$ cat src/include/msf_pkg.sv
// Package: offsets, field layout and reset values of the speed/fault registers
// ---------------------------------------------------------------------------
// ---------------------------------------------------------------------------
package msf_pkg;

  // -------------------------------------------------------------------------
  // Register indices as printed; byte address is four times the index
  // -------------------------------------------------------------------------
  localparam logic [7:0] FAULT_SETUP_ONE_IDX = 8'h90;
  localparam logic [7:0] FAULT_SETUP_TWO_IDX = 8'h92;
  localparam logic [7:0] SPEED_CURVE_SIX_IDX = 8'h9E;
  localparam int ADDR_SHIFT = 2;

  // -------------------------------------------------------------------------
  // Field positions and reset values
  // -------------------------------------------------------------------------
  localparam int STOP_B_LSB = 23;
  localparam int CLAMP_B_LSB = 15;
  localparam int TORQUE_REF_LSB = 27;
  localparam int SPEED_SCALE = 255;
  localparam logic [31:0] FAULT_RESET = 32'h0000_0000;
  // Arbitrary fill for the undefined-reset register, any value is legal
  localparam logic [31:0] SPEED_SIX_FILL = 32'h0000_0000;

  // Torque current reference in milliamps, indexed by the 4-bit code
  localparam logic [15:0] TORQUE_MA [16] = '{
    16'h007D, 16'h00FA, 16'h01F4, 16'h03E8, 16'h05DC, 16'h07D0,
    16'h09C4, 16'h0BB8, 16'h0DAC, 16'h0FA0, 16'h1194, 16'h1388,
    16'h157C, 16'h1770, 16'h1B58, 16'h1F40};

  // Configuration presented to the motor-control core
  typedef struct packed {
    logic [7:0] motor_stop_threshold_b;
    logic [7:0] clamp_threshold_b;
    logic [3:0] torque_current_reference;
    logic [15:0] torque_current_ma;
  } msf_cfg_t;

endpackage : msf_pkg

$ cat src/msf_regs.sv
// Module: APB register bank for speed curve six and fault setup registers
module msf_regs
(
  // Clock and reset
  input wire logic MCLK,
  input wire logic RESETN,
  // APB slave
  input wire logic PSEL,
  input wire logic PENABLE,
  input wire logic PWRITE,
  input wire logic [11:0] PADDR,
  input wire logic [31:0] PWDATA,
  input wire logic [3:0] PSTRB,
  output logic [31:0] PRDATA,
  output logic PREADY,
  output logic PSLVERR,
  // Decoded configuration to the control core
  output msf_pkg::msf_cfg_t CFG
);

  logic [31:0] fault_one_reg;
  logic [31:0] fault_two_reg;
  logic [31:0] speed_six_reg;
  logic setup;
  logic [7:0] idx;
  logic hit_one;
  logic hit_two;
  logic hit_six;
  logic mapped;

  // Byte-lane merge used by every writable register
  function automatic logic [31:0] merge(input logic [31:0] old_v,
                                        input logic [31:0] new_v,
                                        input logic [3:0] strb);
    logic [31:0] r;
    r = old_v;
    for (int i = 0; i < 4; i++)
    begin
      if (strb[i])
        r[i*8 +: 8] = new_v[i*8 +: 8];
    end
    return r;
  endfunction : merge

  // --------------------------------------------------------------------------
  // Address decode
  // --------------------------------------------------------------------------
  // Answer in setup cycle so the access phase completes with no wait
  assign setup = PSEL && !PENABLE;
  assign idx = PADDR[9:2];
  always_comb
  begin
    hit_one = 1'b0;
    hit_two = 1'b0;
    hit_six = 1'b0;
    if (PADDR[1:0] != 2'b00 || PADDR[11:10] != 2'b00)
      hit_one = 1'b0;
    else if (idx == msf_pkg::FAULT_SETUP_ONE_IDX)
      hit_one = 1'b1;
    else if (idx == msf_pkg::FAULT_SETUP_TWO_IDX)
      hit_two = 1'b1;
    else if (idx == msf_pkg::SPEED_CURVE_SIX_IDX)
      hit_six = 1'b1;
  end
  assign mapped = hit_one || hit_two || hit_six;

  // --------------------------------------------------------------------------
  // Register storage
  // --------------------------------------------------------------------------
  // Fault setup registers clear on reset
  always_ff @(posedge MCLK)
  begin
    if (!RESETN)
    begin
      fault_one_reg <= msf_pkg::FAULT_RESET;
      fault_two_reg <= msf_pkg::FAULT_RESET;
    end
    else if (PSEL && PENABLE && PWRITE && PREADY)
    begin
      if (idx == msf_pkg::FAULT_SETUP_ONE_IDX && PADDR[1:0] == 2'b00
          && PADDR[11:10] == 2'b00)
        fault_one_reg <= merge(fault_one_reg, PWDATA, PSTRB);
      if (idx == msf_pkg::FAULT_SETUP_TWO_IDX && PADDR[1:0] == 2'b00
          && PADDR[11:10] == 2'b00)
        fault_two_reg <= merge(fault_two_reg, PWDATA, PSTRB);
    end
  end

  // Speed curve six has no defined reset; fill is a don't-care value
  always_ff @(posedge MCLK)
  begin
    if (!RESETN)
      speed_six_reg <= msf_pkg::SPEED_SIX_FILL;
    else if (PSEL && PENABLE && PWRITE && PREADY && idx ==
             msf_pkg::SPEED_CURVE_SIX_IDX && PADDR[1:0] == 2'b00
             && PADDR[11:10] == 2'b00)
      speed_six_reg <= merge(speed_six_reg, PWDATA, PSTRB);
  end

  // --------------------------------------------------------------------------
  // Bus answer
  // --------------------------------------------------------------------------
  // Read data and status latched in setup so outputs come from flops;
  // unmapped offsets read zero and flag an error, nothing is stored
  always_ff @(posedge MCLK)
  begin
    if (!RESETN)
    begin
      PRDATA <= 32'h0000_0000;
      PREADY <= 1'b0;
      PSLVERR <= 1'b0;
    end
    else
    begin
      PREADY <= setup;
      PSLVERR <= setup && !mapped;
      if (setup && !PWRITE)
      begin
        if (hit_one)
          PRDATA <= fault_one_reg;
        else if (hit_two)
          PRDATA <= fault_two_reg;
        else if (hit_six)
          PRDATA <= speed_six_reg;
        else
          PRDATA <= 32'h0000_0000;
      end
    end
  end

  // --------------------------------------------------------------------------
  // Decoded configuration
  // --------------------------------------------------------------------------
  // Registered so the core sees a glitch-free copy one cycle after writes
  always_ff @(posedge MCLK)
  begin
    if (!RESETN)
      CFG <= '0;
    else
    begin
      CFG.motor_stop_threshold_b <=
        speed_six_reg[msf_pkg::STOP_B_LSB +: 8];
      CFG.clamp_threshold_b <=
        speed_six_reg[msf_pkg::CLAMP_B_LSB +: 8];
      CFG.torque_current_reference <=
        fault_one_reg[msf_pkg::TORQUE_REF_LSB +: 4];
      CFG.torque_current_ma <= msf_pkg::TORQUE_MA[
        fault_one_reg[msf_pkg::TORQUE_REF_LSB +: 4]];
    end
  end

  // --------------------------------------------------------------------------
  // Assertions
  // --------------------------------------------------------------------------
  // Helper: speed curve six means nothing until software has written it
  logic six_written_reg;
  always_ff @(posedge MCLK)
  begin
    if (!RESETN)
      six_written_reg <= 1'b0;
    else if (PSEL && PENABLE && PWRITE && PREADY && hit_six)
      six_written_reg <= 1'b1;
  end

  // Reset behaviour
  a_fault_reset_zero: assert property (@(posedge MCLK)
    $rose(RESETN) |-> fault_one_reg == 32'h0 && fault_two_reg == 32'h0)
    else $error("fault setup not zero after reset");
  a_bus_reset_idle: assert property (@(posedge MCLK)
    !RESETN |=> !PREADY && !PSLVERR && PRDATA == 32'h0)
    else $error("bus answer not idle after reset");
  a_cfg_reset_zero: assert property (@(posedge MCLK)
    !RESETN |=> CFG == '0)
    else $error("configuration not cleared by reset");

  // --------------------------------------------------------------------------
  // Bus protocol checks
  // --------------------------------------------------------------------------
  // Zero wait states: each setup cycle is answered on the next edge
  a_ready_after_setup: assert property (@(posedge MCLK)
    disable iff (!RESETN)
    setup |=> PREADY)
    else $error("ready missing after setup");
  // Ready is a one-cycle pulse so a held strobe cannot store twice
  a_ready_one_cycle: assert property (@(posedge MCLK)
    disable iff (!RESETN)
    PREADY |=> !PREADY)
    else $error("ready held longer than one cycle");
  // Unmapped or misaligned offsets are refused with an error
  a_unmapped_error: assert property (@(posedge MCLK)
    disable iff (!RESETN)
    setup && !mapped |=> PSLVERR && PREADY)
    else $error("unmapped access not flagged");
  // Mapped offsets never report an error
  a_mapped_no_error: assert property (@(posedge MCLK)
    disable iff (!RESETN)
    setup && mapped |=> !PSLVERR)
    else $error("mapped access flagged as error");
  // Error only ever travels with ready
  a_error_with_ready: assert property (@(posedge MCLK)
    disable iff (!RESETN)
    PSLVERR |-> PREADY)
    else $error("error raised without ready");

  // --------------------------------------------------------------------------
  // Storage checks
  // --------------------------------------------------------------------------
  // Full-word writes land on the access edge, one register each
  a_store_fault_one: assert property (@(posedge MCLK)
    disable iff (!RESETN)
    PSEL && PENABLE && PWRITE && PREADY && hit_one && PSTRB == 4'hF
    |=> fault_one_reg == $past(PWDATA))
    else $error("fault setup one write lost");
  a_store_fault_two: assert property (@(posedge MCLK)
    disable iff (!RESETN)
    PSEL && PENABLE && PWRITE && PREADY && hit_two && PSTRB == 4'hF
    |=> fault_two_reg == $past(PWDATA))
    else $error("fault setup two write lost");
  a_store_speed_six: assert property (@(posedge MCLK)
    disable iff (!RESETN)
    PSEL && PENABLE && PWRITE && PREADY && hit_six && PSTRB == 4'hF
    |=> speed_six_reg == $past(PWDATA))
    else $error("speed curve six write lost");
  // A cleared strobe keeps the top lane of the stop threshold
  a_strobe_keeps_lane: assert property (@(posedge MCLK)
    disable iff (!RESETN)
    PSEL && PENABLE && PWRITE && PREADY && hit_six && !PSTRB[3]
    |=> speed_six_reg[31:24] == $past(speed_six_reg[31:24]))
    else $error("masked lane of speed curve six changed");
  // Refused writes leave every register as it was
  a_refused_no_store: assert property (@(posedge MCLK)
    disable iff (!RESETN)
    PSEL && PENABLE && PWRITE && PREADY && !mapped
    |=> $stable(fault_one_reg) && $stable(fault_two_reg)
        && $stable(speed_six_reg))
    else $error("refused write changed a register");

  // --------------------------------------------------------------------------
  // Field checks
  // --------------------------------------------------------------------------
  // Thresholds appear two edges after a full-word write
  a_stop_b_field: assert property (@(posedge MCLK)
    disable iff (!RESETN)
    PSEL && PENABLE && PWRITE && PREADY && hit_six && PSTRB == 4'hF
    |=> ##1 CFG.motor_stop_threshold_b == $past(PWDATA[30:23], 2))
    else $error("stop threshold b wrong field");
  a_clamp_b_field: assert property (@(posedge MCLK)
    disable iff (!RESETN)
    PSEL && PENABLE && PWRITE && PREADY && hit_six && PSTRB == 4'hF
    |=> ##1 CFG.clamp_threshold_b == $past(PWDATA[22:15], 2))
    else $error("clamp threshold b wrong field");
  // Once programmed, thresholds follow the register one edge later
  a_stop_b_track: assert property (@(posedge MCLK)
    disable iff (!RESETN)
    six_written_reg && $past(RESETN)
    |-> CFG.motor_stop_threshold_b == $past(speed_six_reg[30:23]))
    else $error("stop threshold b not tracking");
  a_clamp_b_track: assert property (@(posedge MCLK)
    disable iff (!RESETN)
    six_written_reg && $past(RESETN)
    |-> CFG.clamp_threshold_b == $past(speed_six_reg[22:15]))
    else $error("clamp threshold b not tracking");
  // Torque code copied one edge after the register
  a_torque_ref_track: assert property (@(posedge MCLK)
    disable iff (!RESETN)
    $past(RESETN)
    |-> CFG.torque_current_reference == $past(fault_one_reg[30:27]))
    else $error("torque code not tracking");
  // Codes 0 to 2 double from 125 mA
  a_torque_ref_map: assert property (@(posedge MCLK)
    disable iff (!RESETN)
    $past(RESETN) && CFG.torque_current_reference < 4'h3
    |-> CFG.torque_current_ma == (16'h007D << CFG.torque_current_reference))
    else $error("torque reference mapping wrong");
  // Codes 3 to D climb in 500 mA steps from 1000 mA
  a_torque_mid_steps: assert property (@(posedge MCLK)
    disable iff (!RESETN)
    $past(RESETN) && CFG.torque_current_reference inside {[4'h3:4'hD]}
    |-> CFG.torque_current_ma
        == ({12'h000, CFG.torque_current_reference} - 16'h0001) * 16'h01F4)
    else $error("torque mid step wrong");
  // The two top codes jump by a full amp each
  a_torque_top_codes: assert property (@(posedge MCLK)
    disable iff (!RESETN)
    $past(RESETN) && CFG.torque_current_reference[3:1] == 3'b111
    |-> CFG.torque_current_ma
        == (CFG.torque_current_reference[0] ? 16'h1F40 : 16'h1B58))
    else $error("torque top code wrong");

  // --------------------------------------------------------------------------
  // Read path checks
  // --------------------------------------------------------------------------
  // Read data is captured in setup from the addressed register
  a_read_fault_one: assert property (@(posedge MCLK)
    disable iff (!RESETN)
    setup && !PWRITE && hit_one |=> PRDATA == $past(fault_one_reg))
    else $error("fault setup one read mismatch");
  a_read_fault_two: assert property (@(posedge MCLK)
    disable iff (!RESETN)
    setup && !PWRITE && hit_two |=> PRDATA == $past(fault_two_reg))
    else $error("fault setup two read mismatch");
  a_speed_read_back: assert property (@(posedge MCLK)
    disable iff (!RESETN)
    setup && !PWRITE && hit_six |=> PRDATA == $past(speed_six_reg))
    else $error("speed curve six read mismatch");
  a_read_unmapped_zero: assert property (@(posedge MCLK)
    disable iff (!RESETN)
    setup && !PWRITE && !mapped |=> PRDATA == 32'h0)
    else $error("refused read not zero");
  // Read data stands until the next read setup
  a_read_data_hold: assert property (@(posedge MCLK)
    disable iff (!RESETN)
    !(setup && !PWRITE) |=> $stable(PRDATA))
    else $error("read data changed without a read");

  // Main scenarios worth seeing at least once
  c_write_speed: cover property (@(posedge MCLK)
    PSEL && PENABLE && PWRITE && PREADY && hit_six);
  c_write_fault: cover property (@(posedge MCLK)
    PSEL && PENABLE && PWRITE && PREADY && hit_one);
  c_unmapped: cover property (@(posedge MCLK) PSLVERR);
  c_read_speed: cover property (@(posedge MCLK)
    setup && !PWRITE && hit_six);
  c_torque_top: cover property (@(posedge MCLK)
    CFG.torque_current_reference == 4'hF);

endmodule : msf_regs

$ cat config.mk
export PLATFORM = sky130hd
export DESIGN_NAME = msf_regs
export DESIGN_NICKNAME = d
export VERILOG_FILES = /design/src/include/msf_pkg.sv /design/src/msf_regs.sv
export SDC_FILE = /design/constraint.sdc
export NUM_CORES = 1
export LEC_CHECK = 0
export ABC_CLOCK_PERIOD_IN_PS = 4040
export BUFFER_PORTS_ARGS = -buffer_cell sky130_fd_sc_hd__buf_4
export CAP_MARGIN = 40
export CORE_ASPECT_RATIO = 0.75
export CORE_UTILIZATION = 45
export CTS_CLUSTER_SIZE = 8
export DETAILED_ROUTE_END_ITERATION = 8
export HOLD_SLACK_MARGIN = 0.03
export PLACE_DENSITY = 0.67
export SLEW_MARGIN = 20
export SYNTH_ARGS = -nofsm -noshare
export SYNTH_HDL_FRONTEND = slang
export SYNTH_SLANG_ARGS = --single-unit
export TNS_END_PERCENT = 10
$ cat constraint.sdc
create_clock -name MCLK -period 4.04 [get_ports MCLK]
set_clock_uncertainty 0.05 [all_clocks]
set_input_delay 1.01 -clock MCLK [delete_from_list [all_inputs] [get_ports MCLK]]
set_output_delay 1.01 -clock MCLK [all_outputs]
set_load 0.01 [all_outputs]
==> impl_metrics.py <==
metrics = {
    "grt": {
        "grt_overflow": 0,
        "grtUsageTotal": 0.223,
        "grt_max_degree": 76,
        "grt_pass1_vias": 5154,
        "grt_pass1_wl_um": 25800,
        "antenna_found_initial": 0,
    },
    "clocking": {
        "cts_root_buffer": "clkbuf_16",
        "path_clk_slew_ns": 0.07,
        "cts_sinks": 163,
        "h-tree-depth": 4,
        "post_cts_resized": 0,
        "postCtsSetupRepairBufs": 0,
        "cts-buffers-inserted": 17,
        "clk_latency_ns": 0.42,
        "hold_buffers": 0,
        "cts_buffer_depth": 2,
        "cts_tree": "done",
    },
    "cells_and_area": {
        "nNetsFinal": 862,
        "largest_reg_flops": 33,
        "largest_register": "CFG",
        "area_delta_synth_final_pct": 25.2,
        "fin_util": 0.584,
        "final_cell_area_mm2": 0.00811,
        "diodes": 0,
        "drive_gt1_frac": 0.217,
        "fin_cells": 987,
    },
    "pwr": {
        "p_leak_nw": 3.39,
        "pwr-share-seq": 0.468,
        "power.total_mw": 3.44,
        "switching_power_mw": 0.752,
        "powerDensity_mw_per_mm2": 425,
        "p_int_mw": 2.69,
        "pwr-share-clk": 0.488,
        "vdd_ir_drop_max_mv": 0.327,
        "p_sw_frac": 0.218,
        "p_comb_frac": 0.044,
    },
    "yosys": {
        "ys_warn_count": 0,
        "avgSynthCellArea_um2": 9.35,
        "netlist_area_mm2": 0.00648,
        "synthCells": 693,
        "synth_seq_area_share": 0.504,
        "synth_seq_cells": 163,
        "synth_cell_types": 39,
    },
    "timing": {
        "slew_headroom": 0.474,
        "whs_ns": 0.401,
        "rsz0062_at_grt": "no",
        "worst_slew_pin_slew_ns": 0.788,
        "finalHoldViolations": 0,
        "fin_ws_ns": 1.40,
        "setup_tns_ns": 0,
        "period_minus_slack_ns": 2.64,
        "fin_crit_sh": 0.654,
        "slew_violations": 0,
        "fmax_ghz": 0.379,
        "setup_violations": 0,
    },
    "worst_setup_path": {
        "start_kind": "input pin",
        "crit_required_ns": 4.33,
        "path_class": "input pin to flop",
        "critPathCaptureType": "flop",
        "cp.arrival_ns": 2.93,
        "cp_max_fo": 35,
        "reg2reg_setup_slack_ns": 2.07,
    },
    "place": {
        "place_area_mm2": 0.00749,
        "numPortBuffers": 119,
        "post-place-cells": 956,
        "dp_hpwl_um": 10600,
        "place_ws_ns": 1.03,
        "gp_congestion": 0.799,
    },
    "flow_run": {
        "maxCapViolations": 0,
    },
    "routing": {
        "dr.pass1.iters": 6,
        "num_vias": 5230,
        "drc": 0,
        "drtIter0Drc": 377,
        "wl_per_cell_um": 16.6,
        "ant_nets": 0,
        "wl_um": 16300,
        "via_per_inst": 5.30,
    },
    "outcome": {
        "outcome": "finished, final reports clean",
    },
    "floorplanning": {
        "die_x_um": 141,
        "die_height_um": 106,
        "start_util": 0.466,
        "io_pins": 123,
        "dieArea_mm2": 0.0149,
        "core_area_mm2": 0.0139,
        "fp-row-count": 37,
    },
    "min_path": {
        "min_path_type": "flop to flop",
    },
}
synthesized netlist by cell type:
| master | n | area, um^2 |
|---|---|---|
| nor2_1 | 37 | 139 |
| a221oi_1 | 1 | 8.76 |
| buf_2 | 2 | 10.0 |
| nand4b_1 | 1 | 8.76 |
| o311a_1 | 1 | 10.0 |
| xor2_1 | 1 | 8.76 |
| o31ai_1 | 36 | 270 |
| a21boi_0 | 1 | 7.51 |
| or2_2 | 1 | 6.26 |
| and3b_1 | 1 | 8.76 |
| nor3_1 | 3 | 15.0 |
| o31a_1 | 1 | 8.76 |
| and3_1 | 1 | 6.26 |
| nor4_4 | 1 | 21.3 |
| o211a_1 | 2 | 20.0 |
| inv_1 | 23 | 86.3 |
| buf_4 | 3 | 22.5 |
| and2_1 | 4 | 25.0 |
| nand2_1 | 170 | 638 |
| dfxtp_1 | 163 | 3260 |
| nand4b_2 | 2 | 30.0 |
| o21ai_0 | 5 | 25.0 |
| or3_1 | 1 | 6.26 |
| nand2b_1 | 32 | 200 |
| a211oi_1 | 2 | 15.0 |
| and4bb_2 | 1 | 12.5 |
| nor2b_1 | 4 | 25.0 |
| clkbuf_1 | 36 | 135 |
| a31oi_1 | 1 | 6.26 |
| mux2i_1 | 94 | 941 |
| conb_1 | 1 | 3.75 |
| ha_1 | 9 | 113 |
| nor2_4 | 3 | 33.8 |
| nor2_2 | 9 | 56.3 |
| nor3b_1 | 1 | 7.51 |
| a22oi_1 | 32 | 240 |
| and4_1 | 1 | 8.76 |
| a21oi_1 | 5 | 25.0 |
| nand3b_1 | 1 | 7.51 |
cells in the final DEF, fill, tap and decap left out, types with 4 or more instances in the layout:
| cell | netlist | final |
|---|---|---|
| nor2_1 | 37 | 36 |
| and2_1 | 4 | 4 |
| ha_1 | 9 | 9 |
| a22oi_1 | 32 | 32 |
| dfxtp_1 | 163 | 163 |
| buf_4 | 3 | 127 |
| nand2_1 | 170 | 170 |
| a21oi_1 | 5 | 5 |
| mux2i_1 | 94 | 94 |
| inv_1 | 23 | 23 |
| nor2_2 | 9 | 10 |
| nor2b_1 | 4 | 4 |
| o21ai_0 | 5 | 5 |
| clkbuf_16 | 0 | 17 |
| o31ai_1 | 36 | 36 |
| nand2b_1 | 32 | 32 |
cell families after synthesis:
group / Yosys count / share of synthesized area
fa+ha+maj: 9 / 0.0174
simple gates: 274 / 0.194
mux: 94 / 0.145
flops: 163 / 0.504
compound gates: 87 / 0.0983
other cells: 1 / 0.000579
xor+xnor: 1 / 0.00135
buf+inv: 64 / 0.0392
worst max-delay path, stage by stage:
cell and delay (ns):
buf_4 0.40, nor3b_1 0.24, nand4b_1 0.38, nor2_2 0.63
mux2i_1 0.26
routing by layer:
| metal | part of all wire | vias up | track usage |
|---|---|---|---|
| met4 | 0.0081 | 0 | 0.0784 |
| met1 | 0.46 | 2519 | 0.288 |
| met2 | 0.48 | 161 | 0.370 |
| li1 | - | 2539 | - |
| met3 | 0.057 | 11 | 0.0464 |
| met5 | 0 | - | 0 |
worst paths after layout:
path	start	end	depth (start not counted)
setup / recovery	PADDR[3]	fault_two_reg[0]$_SDFFE_PN0P_	5
hold / removal	speed_six_reg[22]$_SDFFE_PN0P_	CFG[27]$_SDFF_PN0_	2
setup reg to reg	PREADY$_SDFF_PN0_	speed_six_reg[31]$_SDFFE_PN0P_	4
hold reg to reg	speed_six_reg[22]$_SDFFE_PN0P_	CFG[27]$_SDFF_PN0_	2
final cells by class:
| cell class | instances | area (um^2) |
|---|---|---|
| Fill cell | 1238 | 5780 |
| Sequential cell | 163 | 3260 |
| Multi-Input combinational cell | 468 | 2970 |
| Timing Repair Buffer | 127 | 953 |
| Clock buffer | 20 | 467 |
| Tap cell | 175 | 219 |
| Clock inverter | 11 | 153 |
| Inverter | 23 | 86.3 |
power by group through the flow:
stage               Sequential [mW]  Combinational (mW)  Clock, mW
floorplan                      1.65              0.0751          0
global placement               1.65               0.148          0
detailed placement             1.65               0.151          0
CTS                            1.61               0.151       1.70
global route                   1.61               0.163       1.77
finish                         1.61               0.151       1.68
Power figures use the tool's default switching activity.
